`config.mk`:
```
export PLATFORM = sky130hd
export DESIGN_NAME = add_instruction_execute
export DESIGN_NICKNAME = d
export VERILOG_FILES = /design/src/logic/add_exec_pkg.sv /design/src/logic/add_instruction_execute.sv /design/src/logic/add_unit.sv
export SDC_FILE = /design/constraint.sdc
export NUM_CORES = 1
export LEC_CHECK = 0
export BUFFER_PORTS_ARGS = -buffer_cell sky130_fd_sc_hd__buf_2
export CAP_MARGIN = 30
export CORE_ASPECT_RATIO = 0.6
export CORE_UTILIZATION = 45
export CTS_CLUSTER_DIAMETER = 100
export DETAILED_ROUTE_END_ITERATION = 16
export PLACE_DENSITY = 0.72
export SYNTH_ARGS = -nofsm -noshare
export SYNTH_HDL_FRONTEND = slang
export SYNTH_SLANG_ARGS = --single-unit
```
`constraint.sdc`:
```
create_clock -name clk -period 3.19 [get_ports clk]
set_input_delay 0.1595 -clock clk [delete_from_list [all_inputs] [get_ports clk]]
set_output_delay 0.1595 -clock clk [all_outputs]
set_load 0.005 [all_outputs]
```
`src/logic/add_exec_pkg.sv`:
```
// Constants for the add instruction decode and execute block
package add_exec_pkg;
  localparam logic [7:0] OPC_ADD_LITERAL = 8'h0f;
  localparam logic [5:0] OPC_ADD_FILE = 6'h09;
  localparam int OPC_HI_MSB = 15;
  localparam int OPC_HI_LSB = 8;
  localparam int OPC_FILE_LSB = 10;
  localparam int DEST_BIT = 9;
  localparam int BANK_BIT = 8;
  localparam logic [7:0] INDEXED_LIMIT = 8'h5f;
  localparam logic [7:0] ACCESS_SPLIT = 8'h60;
  localparam logic [3:0] ACCESS_HIGH_BANK = 4'hf;
  localparam logic [7:0] ACC_RESET = 8'h00;
  localparam int FLAG_CARRY = 0;
  localparam int FLAG_DIGIT = 1;
  localparam int FLAG_ZERO = 2;
  localparam int FLAG_OVF = 3;
  localparam int FLAG_NEG = 4;
  localparam logic [4:0] FLAGS_RESET = 5'h00;
  localparam logic [11:0] ADDR_RESET = 12'h000;
  localparam logic [7:0] WDATA_RESET = 8'h00;
endpackage

```
`src/logic/add_instruction_execute.sv`:
```
// Decode and execute of the two add instructions of the core
// Function
// - Literal add: literal plus accumulator to accumulator, flags, one cycle
// - Register add: accumulator plus file register, flags updated, one cycle
// - Destination bit zero writes accumulator, one writes file register
// - Bank bit zero, extended set, address up to 95: indexed offset mode
`timescale 1ns/1ps
`default_nettype none
module add_instruction_execute (
  input wire logic clk,
  input wire logic rst_n,
  input wire logic instrValid,
  input wire logic [15:0] instrWord,
  input wire logic extendedEnable,
  input wire logic [3:0] bank_select_register,
  input wire logic [11:0] indexBase,
  input wire logic [7:0] fileReadData,
  output logic [11:0] fileAddr,
  output logic fileWrite,
  output logic [7:0] fileWriteData,
  output logic [11:0] fileWriteAddr,
  output logic [7:0] accumulator,
  output logic [4:0] statusFlags,
  output logic flagsWrite,
  output logic indexedMode,
  output logic execDone
);
  typedef struct packed {
    logic [7:0] acc;
    logic [4:0] flags;
    logic [11:0] addr;
    logic wr;
    logic [7:0] wdata;
    logic fwr;
    logic idx;
    logic done;
  } state_s;

  state_s stateReg, stateNext;
  logic isLit, isFile, dest, bankBit, useIdx;
  logic [7:0] fAddr, opB, sum;
  logic [4:0] aluFlags;
  logic [8:0] expSum, expLow;

  // Reference sum kept apart from the adder so the checks do not echo it
  function automatic logic [8:0] refSum(input logic [7:0] x,
      input logic [7:0] y);
    refSum = {1'b0, x} + {1'b0, y};
  endfunction

  function automatic logic [11:0] resolveAddr(input logic [7:0] f,
      input logic a, input logic idx, input logic [3:0] bank,
      input logic [11:0] base);
    if (idx) begin
      resolveAddr = base + {4'h0, f};
    end else if (a) begin
      resolveAddr = {bank, f};
    end else if (f < add_exec_pkg::ACCESS_SPLIT) begin
      resolveAddr = {4'h0, f};
    end else begin
      resolveAddr = {add_exec_pkg::ACCESS_HIGH_BANK, f};
    end
  endfunction

  add_unit u_add (
    .opA(stateReg.acc),
    .opB(opB),
    .sum(sum),
    .flags(aluFlags)
  );

  always_comb begin
    isLit = instrValid && instrWord[add_exec_pkg::OPC_HI_MSB:
      add_exec_pkg::OPC_HI_LSB] == add_exec_pkg::OPC_ADD_LITERAL;
    isFile = instrValid && instrWord[add_exec_pkg::OPC_HI_MSB:
      add_exec_pkg::OPC_FILE_LSB] == add_exec_pkg::OPC_ADD_FILE;
    dest = instrWord[add_exec_pkg::DEST_BIT];
    bankBit = instrWord[add_exec_pkg::BANK_BIT];
    fAddr = instrWord[7:0];
    useIdx = !bankBit && extendedEnable &&
      fAddr <= add_exec_pkg::INDEXED_LIMIT;
    // Operand read is combinational so the add completes in one cycle
    opB = isLit ? instrWord[7:0] : fileReadData;
    // Check-side sums, read by the flag assertions only
    expSum = refSum(stateReg.acc, opB);
    expLow = refSum({4'h0, stateReg.acc[3:0]}, {4'h0, opB[3:0]});
  end

  // Address goes out combinationally too: the file read must land this cycle
  assign fileAddr = resolveAddr(fAddr, bankBit, useIdx,
    bank_select_register, indexBase);

  always_comb begin
    stateNext = stateReg;
    stateNext.wr = 1'b0;
    stateNext.fwr = 1'b0;
    stateNext.done = 1'b0;
    stateNext.idx = 1'b0;
    if (isLit) begin
      stateNext.acc = sum;
      stateNext.flags = aluFlags;
      stateNext.fwr = 1'b1;
      stateNext.done = 1'b1;
    end else if (isFile) begin
      stateNext.flags = aluFlags;
      stateNext.fwr = 1'b1;
      stateNext.done = 1'b1;
      stateNext.idx = useIdx;
      stateNext.addr = fileAddr;
      if (dest) begin
        stateNext.wr = 1'b1;
        stateNext.wdata = sum;
      end else begin
        stateNext.acc = sum;
      end
    end
  end

  always_ff @(posedge clk or negedge rst_n) begin
    if (!rst_n) begin
      stateReg <= '{acc: add_exec_pkg::ACC_RESET,
        flags: add_exec_pkg::FLAGS_RESET, addr: add_exec_pkg::ADDR_RESET,
        wr: 1'b0, wdata: add_exec_pkg::WDATA_RESET, fwr: 1'b0, idx: 1'b0,
        done: 1'b0};
    end else begin
      stateReg <= stateNext;
    end
  end

  assign accumulator = stateReg.acc;
  assign statusFlags = stateReg.flags;
  assign fileWrite = stateReg.wr;
  assign fileWriteData = stateReg.wdata;
  // Write address is held from the add, fileAddr already serves the next read
  assign fileWriteAddr = stateReg.addr;
  assign flagsWrite = stateReg.fwr;
  assign indexedMode = stateReg.idx;
  assign execDone = stateReg.done;

  a_literal_sum: assert property (@(posedge clk) disable iff (!rst_n)
    isLit |=> accumulator == $past(stateReg.acc) + $past(instrWord[7:0])
      && execDone && !fileWrite)
    else $error("Literal add result wrong");
  a_file_to_acc: assert property (@(posedge clk) disable iff (!rst_n)
    isFile && !dest |=> accumulator == $past(stateReg.acc) +
      $past(fileReadData) && !fileWrite)
    else $error("Register add to accumulator wrong");
  a_file_to_reg: assert property (@(posedge clk) disable iff (!rst_n)
    isFile && dest |=> fileWrite && accumulator == $past(stateReg.acc)
      && fileWriteData == $past(stateReg.acc) + $past(fileReadData))
    else $error("Register add writeback wrong");
  a_flags_zero: assert property (@(posedge clk) disable iff (!rst_n)
    (isLit || isFile) |=> flagsWrite &&
      statusFlags[add_exec_pkg::FLAG_ZERO] == ($past(expSum[7:0]) == 8'h00))
    else $error("Zero flag wrong");
  a_indexed_sel: assert property (@(posedge clk) disable iff (!rst_n)
    isFile |=> indexedMode == ($past(!bankBit) && $past(extendedEnable)
      && $past(fAddr) <= add_exec_pkg::INDEXED_LIMIT))
    else $error("Indexed mode selection wrong");
  a_bank_addr: assert property (@(posedge clk) disable iff (!rst_n)
    isFile && bankBit |-> fileAddr == {bank_select_register, fAddr})
    else $error("Bank select addressing wrong");
  a_access_addr: assert property (@(posedge clk) disable iff (!rst_n)
    isFile && !bankBit && !useIdx |-> fileAddr[7:0] == fAddr)
    else $error("Access bank addressing wrong");
  a_idle_quiet: assert property (@(posedge clk) disable iff (!rst_n)
    !(isLit || isFile) |=> !execDone && !fileWrite &&
      $stable(accumulator))
    else $error("Activity without an add instruction");

  // Flag checks work from expSum and expLow, never from the adder outputs
  a_carry_flag: assert property (@(posedge clk) disable iff (!rst_n)
    (isLit || isFile) |=> statusFlags[add_exec_pkg::FLAG_CARRY] ==
      $past(expSum[8]))
    else $error("Carry flag wrong");
  a_digit_flag: assert property (@(posedge clk) disable iff (!rst_n)
    (isLit || isFile) |=> statusFlags[add_exec_pkg::FLAG_DIGIT] ==
      $past(expLow[4]))
    else $error("Digit carry flag wrong");
  a_neg_flag: assert property (@(posedge clk) disable iff (!rst_n)
    (isLit || isFile) |=> statusFlags[add_exec_pkg::FLAG_NEG] ==
      $past(expSum[7]))
    else $error("Negative flag wrong");
  a_ovf_flag: assert property (@(posedge clk) disable iff (!rst_n)
    (isLit || isFile) |=> statusFlags[add_exec_pkg::FLAG_OVF] ==
      $past(stateReg.acc[7] == opB[7] && expSum[7] != stateReg.acc[7]))
    else $error("Overflow flag wrong");
  a_flags_hold: assert property (@(posedge clk) disable iff (!rst_n)
    !(isLit || isFile) |=> !flagsWrite && !indexedMode &&
      $stable(statusFlags))
    else $error("Flags moved without an add");

  // Destination and address checks
  a_dest_select: assert property (@(posedge clk) disable iff (!rst_n)
    isFile |=> fileWrite == $past(dest))
    else $error("Destination select wrong");
  a_write_addr: assert property (@(posedge clk) disable iff (!rst_n)
    isFile && dest |=> fileWriteAddr == $past(fileAddr))
    else $error("Write address not held from the add");
  a_lit_direct: assert property (@(posedge clk) disable iff (!rst_n)
    isLit |=> !indexedMode && !fileWrite && flagsWrite)
    else $error("Literal add touched the file");
  a_index_addr: assert property (@(posedge clk) disable iff (!rst_n)
    isFile && useIdx |-> fileAddr == indexBase + {4'h0, fAddr})
    else $error("Indexed address wrong");
  a_no_extended: assert property (@(posedge clk) disable iff (!rst_n)
    isFile && !extendedEnable |=> !indexedMode)
    else $error("Indexed mode without extended set");
  a_bank_direct: assert property (@(posedge clk) disable iff (!rst_n)
    isFile && bankBit |=> !indexedMode)
    else $error("Indexed mode with bank bit set");
  a_access_low: assert property (@(posedge clk) disable iff (!rst_n)
    isFile && !bankBit && !useIdx && fAddr < add_exec_pkg::ACCESS_SPLIT
      |-> fileAddr[11:8] == 4'h0)
    else $error("Access bank low half wrong");
  a_access_high: assert property (@(posedge clk) disable iff (!rst_n)
    isFile && !bankBit && !useIdx && fAddr >= add_exec_pkg::ACCESS_SPLIT
      |-> fileAddr[11:8] == add_exec_pkg::ACCESS_HIGH_BANK)
    else $error("Access bank high half wrong");
endmodule
`default_nettype wire

```
`src/logic/add_unit.sv`:
```
// Eight-bit adder with status flag generation
`timescale 1ns/1ps
`default_nettype none
module add_unit (
  input wire logic [7:0] opA,
  input wire logic [7:0] opB,
  output logic [7:0] sum,
  output logic [4:0] flags
);
  logic [8:0] full;
  logic [4:0] low;
  always_comb begin
    full = {1'b0, opA} + {1'b0, opB};
    low = {1'b0, opA[3:0]} + {1'b0, opB[3:0]};
    sum = full[7:0];
    flags = '0;
    flags[add_exec_pkg::FLAG_CARRY] = full[8];
    flags[add_exec_pkg::FLAG_DIGIT] = low[4];
    flags[add_exec_pkg::FLAG_ZERO] = (full[7:0] == 8'h00);
    flags[add_exec_pkg::FLAG_OVF] = (opA[7] == opB[7]) && (full[7] != opA[7]);
    flags[add_exec_pkg::FLAG_NEG] = full[7];
  end
endmodule
`default_nettype wire

```
== Word-level counts from Yosys, hierarchy flattened ==
Index checks and enable logic that the tools add are counted.
Widths: inputs -> output; s select.
Word-level totals
  memory bits (writable): 0
  register bits: 37
  output and inout bits: 49
  bits in latches: 0
  memories: 0
  input bits: 44
  word-level logic and storage cells: 42
  memory bits (read-only): 0
Cells by class
  reduce and logical (&&, ||, !) cells: 11
  multiplexer cells: 12
  bitwise logic cells: 1
  $mul: 0
  $add $sub $neg: 3
  eq/ne operators: 5
  divide/modulo/power cells: 0
  shift operators: 0
  $lt $le $gt $ge: 2
Operators by type and width (number)
  $mux 37: 1
  $mux 12: 3
  $mux 9: 2
  $mux 8: 2
  $mux 13: 1
  $add 12x8->12: 1
  $add 8x8->9: 1
  $eq 8x4->1 const B: 1
  $le 8x7->1 const B: 1
  $logic_not 8->1: 1
  $lt 8x7->1 const B: 1
  $eq 6x4->1 const B: 1
  $add 4x4->5: 1
  $logic_and 1x1->1: 5
  $reduce_and 2->1: 2
  $mux 1: 3
  $reduce_and 3->1: 1
  $ne 2x1->1 const B: 1
  $reduce_bool 2->1: 1
  $eq 1x1->1: 1
  $logic_not 1->1: 1
  $ne 1x1->1: 1
  $not 1->1: 1

== Longest topological paths before layout ==
  depth in word-level cells: 8
  mapped depth: 14

== Modules after synthesis ==
A second synthesis with hierarchy kept.
Unflattened totals
  cell total of the unflattened synthesis: 263
  area, all modules: 2538.7 µm²
By module, submodules not included
  add_instruction_execute: cells each 210, times used 1, area an instance 2124.5 µm²
  add_unit: cells each 53, times used 1, area an instance 414.1 µm²

== Least setup slack after synthesis ==
OpenSTA, ideal clock, no wires.
  path kind: in2reg
  start point: input instrWord[12]
  end point: register stateReg (netlist bit statusFlags[2])
  stages: 12
  slack: 397 ps
  buffers on the path: 1
  arrival time: 2697 ps
  path through: nor2_1 and4b_1 buf_2 nand2_1 mux2_2 ha_1 inv_1 fa_1 xnor2_1 or4b_1 or4_1 o31ai_1
On the way
  cells in the longest elaborated chain, start to end: 7
Ends and longest elaborated chain
  from (decl): line add_instruction_execute.sv:13  | input wire logic [15:0] instrWord,
  $eq 8x4->1: line add_instruction_execute.sv:74  | add_exec_pkg::OPC_HI_LSB] == add_exec_pkg::OPC_ADD_LITERAL;
  $logic_and 1x1->1: line add_instruction_execute.sv:73  | isLit = instrValid && instrWord[add_exec_pkg::OPC_HI_MSB:
  $mux 8: line add_instruction_execute.sv:83  | opB = isLit ? instrWord[7:0] : fileReadData;
  $add 8x8->9
  $logic_not 8->1: line add_unit.sv:19  | flags[add_exec_pkg::FLAG_ZERO] = (full[7:0] == 8'h00);
  $mux 37: line add_instruction_execute.sv:104  | end else if (isFile) begin
  $mux 13: line add_instruction_execute.sv:99  | if (isLit) begin
  to (signal assigned): line add_instruction_execute.sv:121  | stateReg <= '{acc: add_exec_pkg::ACC_RESET,
  to (signal assigned): line add_instruction_execute.sv:126  | stateReg <= stateNext;
  to (decl): line add_instruction_execute.sv:39  | state_s stateReg, stateNext;
Several ways; a longest one is shown, not always the timed one. The select of a mux whose other input is x is not followed.
A chain may end at the register's enable or synchronous reset.

== Worst setup path in the final report ==
Same ends and word-level chain as after synthesis.

==> reports/qor.yml <==
synth_warnings: 0
rows: 20
ys_types: 45
layout_common_cells: "92 x buf_2, 36 x dfrtp_1, 31 x nand2_1"
yosys.area_share.xor_xnor_pct: 4.35
seq_area_frac_synth_pct: 37.3
drv_cap: 0
antenna_found_initial: 0
htreeDepth: 2
synth_area_leaders: "dfrtp_1 37%, mux2_2 14%, ha_1 9.3%"
power.density_nw_per_um2: 447
synth_simple_gate_area_share_pct: 15.7
boundaryPins: 93
syn_inst: 247
synth_top_area_share_pct: 37.3
skew_ns: 0.00650
r2r-start: "accumulator[0]$_DFFE_PN0P_"
wire_per_inst_microns: 15.6
die_x_microns: 96.5
crit_required_ns: 3.39
vdd_drop_max_v: 0.000249
postCtsSetupRepairBufs: 0
grt_usage_pct: 24.4
rsz0062_at_grt: "no"
critPathMaxStageDelay_ns: 0.52
portBuffers: 92
min_period_ns: 2.79
hold_depth: 3
slowest_stage: "or4b_1"
finalSetupViolCount: 0
period_share_pct: 87.4
finalNetCount: 410
die_y_microns: 58.7
post-route-util_pct: 60.6
hold_viol: 0
ant_nets: 0
dr.pass1.iters: 4
grt_overflow: 0
viasPerCell: 5.32
ff2ff_path_depth: 7
layout.cells.most_common: "buf_2"
hold_start: "instrWord[7]"
hpwl_microns: 5180
cp.arrival_ns: 2.99
synthArstFlopShare_pct: 100
wl_microns: 6460
critPathLaunch: "instrWord[12]"
crit_chain: "buf_2 -> nor2_1 -> and4b_1 -> nand2_1 -> buf_4 -> nor2_1 -> a21o_1 -> inv_1 -> fa_1 -> xnor2_1 -> or4b_1 -> or4_1 -> o31ai_1"
fmax_ghz: 0.359
path_common_cell: "nor2_1"
insertion_delay_ns: 0.29
vias: 2197
clk_pin_slew_worst_paths_ns: 0.07
ys.flop_type: "dfrtp_1"
synth_edf_count: 0
synth_top_area_cell: "dfrtp_1"
n_antenna_cell: 0
syn_avg_cell_area_sq_um: 9.77
grt_start_max_net_pins: 37
grt_first_pass_wirelength_microns: 10300
cp-end-kind: "flop"
grt_pass1_vias: 2095
ys_ff_latch: 36
core_sq_um: 5100
hold_class: "input pin to flop"
cts_buffers: 5
synth_top_family_by_area: "simple AND/OR/NAND/NOR gates"
synthMuxAreaShare_pct: 14.4
drt-initial-drc-count: 108
cts_tree: "yes"
slew_violations: 0
clock_sinks: 36
max_slew.worst_pin.slew_ns: 0.835
cts_resized: 0
hold_buffers: 1
outcome: "finished clean"
syn_nets: 311
drc: 0
max_slew_margin_pct: 44.0
gp_congestion: 0.821
power.leakage_nw: 1.69
design_area_sq_um: 3100
synthAdderAreaFrac_pct: 11.0
cts_buffer_depth: 2
critPathKind: "input pin to flop"
fin_setup_tns_ns: 0
area_delta_synth_final_pct: 28.3
cts-root-buf: "clkbuf_8"
post_dp_cell_area_sq_um: 2960
start_util_pct: 47.3
drive_above_1_share_pct: 38.6
p_total_mw: 1.38
startpoint_type: "input pin"
die-area_sq_um: 5670
path_max_fanout: 8
syn_area_sq_um: 2410
synth-compound-area-share_pct: 14.6
cell usage after synthesis (all sizes together), types with 2 or more instances:
cell type  number
dfrtp          36
nand2          32
mux2           29
ha             18
o21ai          18
nor2           17
inv            12
a21oi          10
xor2            7
a211oi          6
nor2b           6
xnor2           5
a21o            4
o21a            4
and2            3
o31ai           3
and3            2
and4b           2
buf             2
clkbuf          2
fa              2
mux2i           2
nand2b          2
nand3           2
nand3b          2
nor3            2
o22ai           2
or4             2
through the flow:
stage / std cells / hold WS [ns] / worst slack (ns)
detailed placement: 404 / 0.288 / 0.153
floorplan: 247 / -0.136 / 0.397
finish: 413 / 0.218 / 0.401
global route: 413 / 0.264 / 0.229
CTS: 413 / 0.220 / 0.432
global placement: 404 / 0.279 / 0.300
path summary, 6_finish.rpt:
check	endpoint	slack, ns
max in group asynchronous	fileWriteAddr[11]$_DFFE_PN0P_	2.19
setup reg to reg	statusFlags[2]$_DFFE_PN0P_	0.71
setup / recovery	statusFlags[2]$_DFFE_PN0P_	0.40
hold reg to reg	fileWriteAddr[1]$_DFFE_PN0P_	0.49
min in group asynchronous	statusFlags[3]$_DFFE_PN0P_	0.49
hold / removal	fileWriteAddr[7]$_DFFE_PN0P_	0.22
layer usage:
layer / share of wire [%] / global-route usage [%] / wire (microns)
met5: 0 / 0 / 0
met4: 0.62 / 4.41 / 40
met3: 8.5 / 6.07 / 551
met2: 39 / 34.7 / 2510
met1: 52 / 37.7 / 3360
area by class of cell:
class,instances,area (sq um)
clock buffer,7,96.3
clock inverter,1,30.0
fill,475,2010
inverter,12,45.0
multi-input combinational,195,1450
sequential,36,901
tap,66,82.6
timing repair buffer,96,493
state kept, by name (all words and copies together), names as in the netlist:
name and count:
accumulator 8, execDone 1, fileWrite 1, fileWriteAddr 12, fileWriteData 8, indexedMode 1, statusFlags 5
report_power, final:
| group | leakage [nW] | switching (mW) | total (mW) | internal (mW) |
|---|---|---|---|---|
| Sequential | 0.486 | 0.0361 | 0.546 | 0.510 |
| Clock | 0.0645 | 0.165 | 0.441 | 0.276 |
| Combinational | 1.14 | 0.207 | 0.398 | 0.191 |
cells by family after synthesis:
group	count (synthesis)
flops	36
fa+ha+maj	20
buf+inv	16
simple gates	77
xor+xnor	12
compound gates	55
mux	31
critical path: cells and delay by family:
kind            cells  cell delay (ns)
simple gates        6             1.53
fa+ha+maj           1             0.43
buf+inv             3             0.33
compound gates      2             0.33
xor+xnor            1             0.19
(Power assumes the default switching activity.)
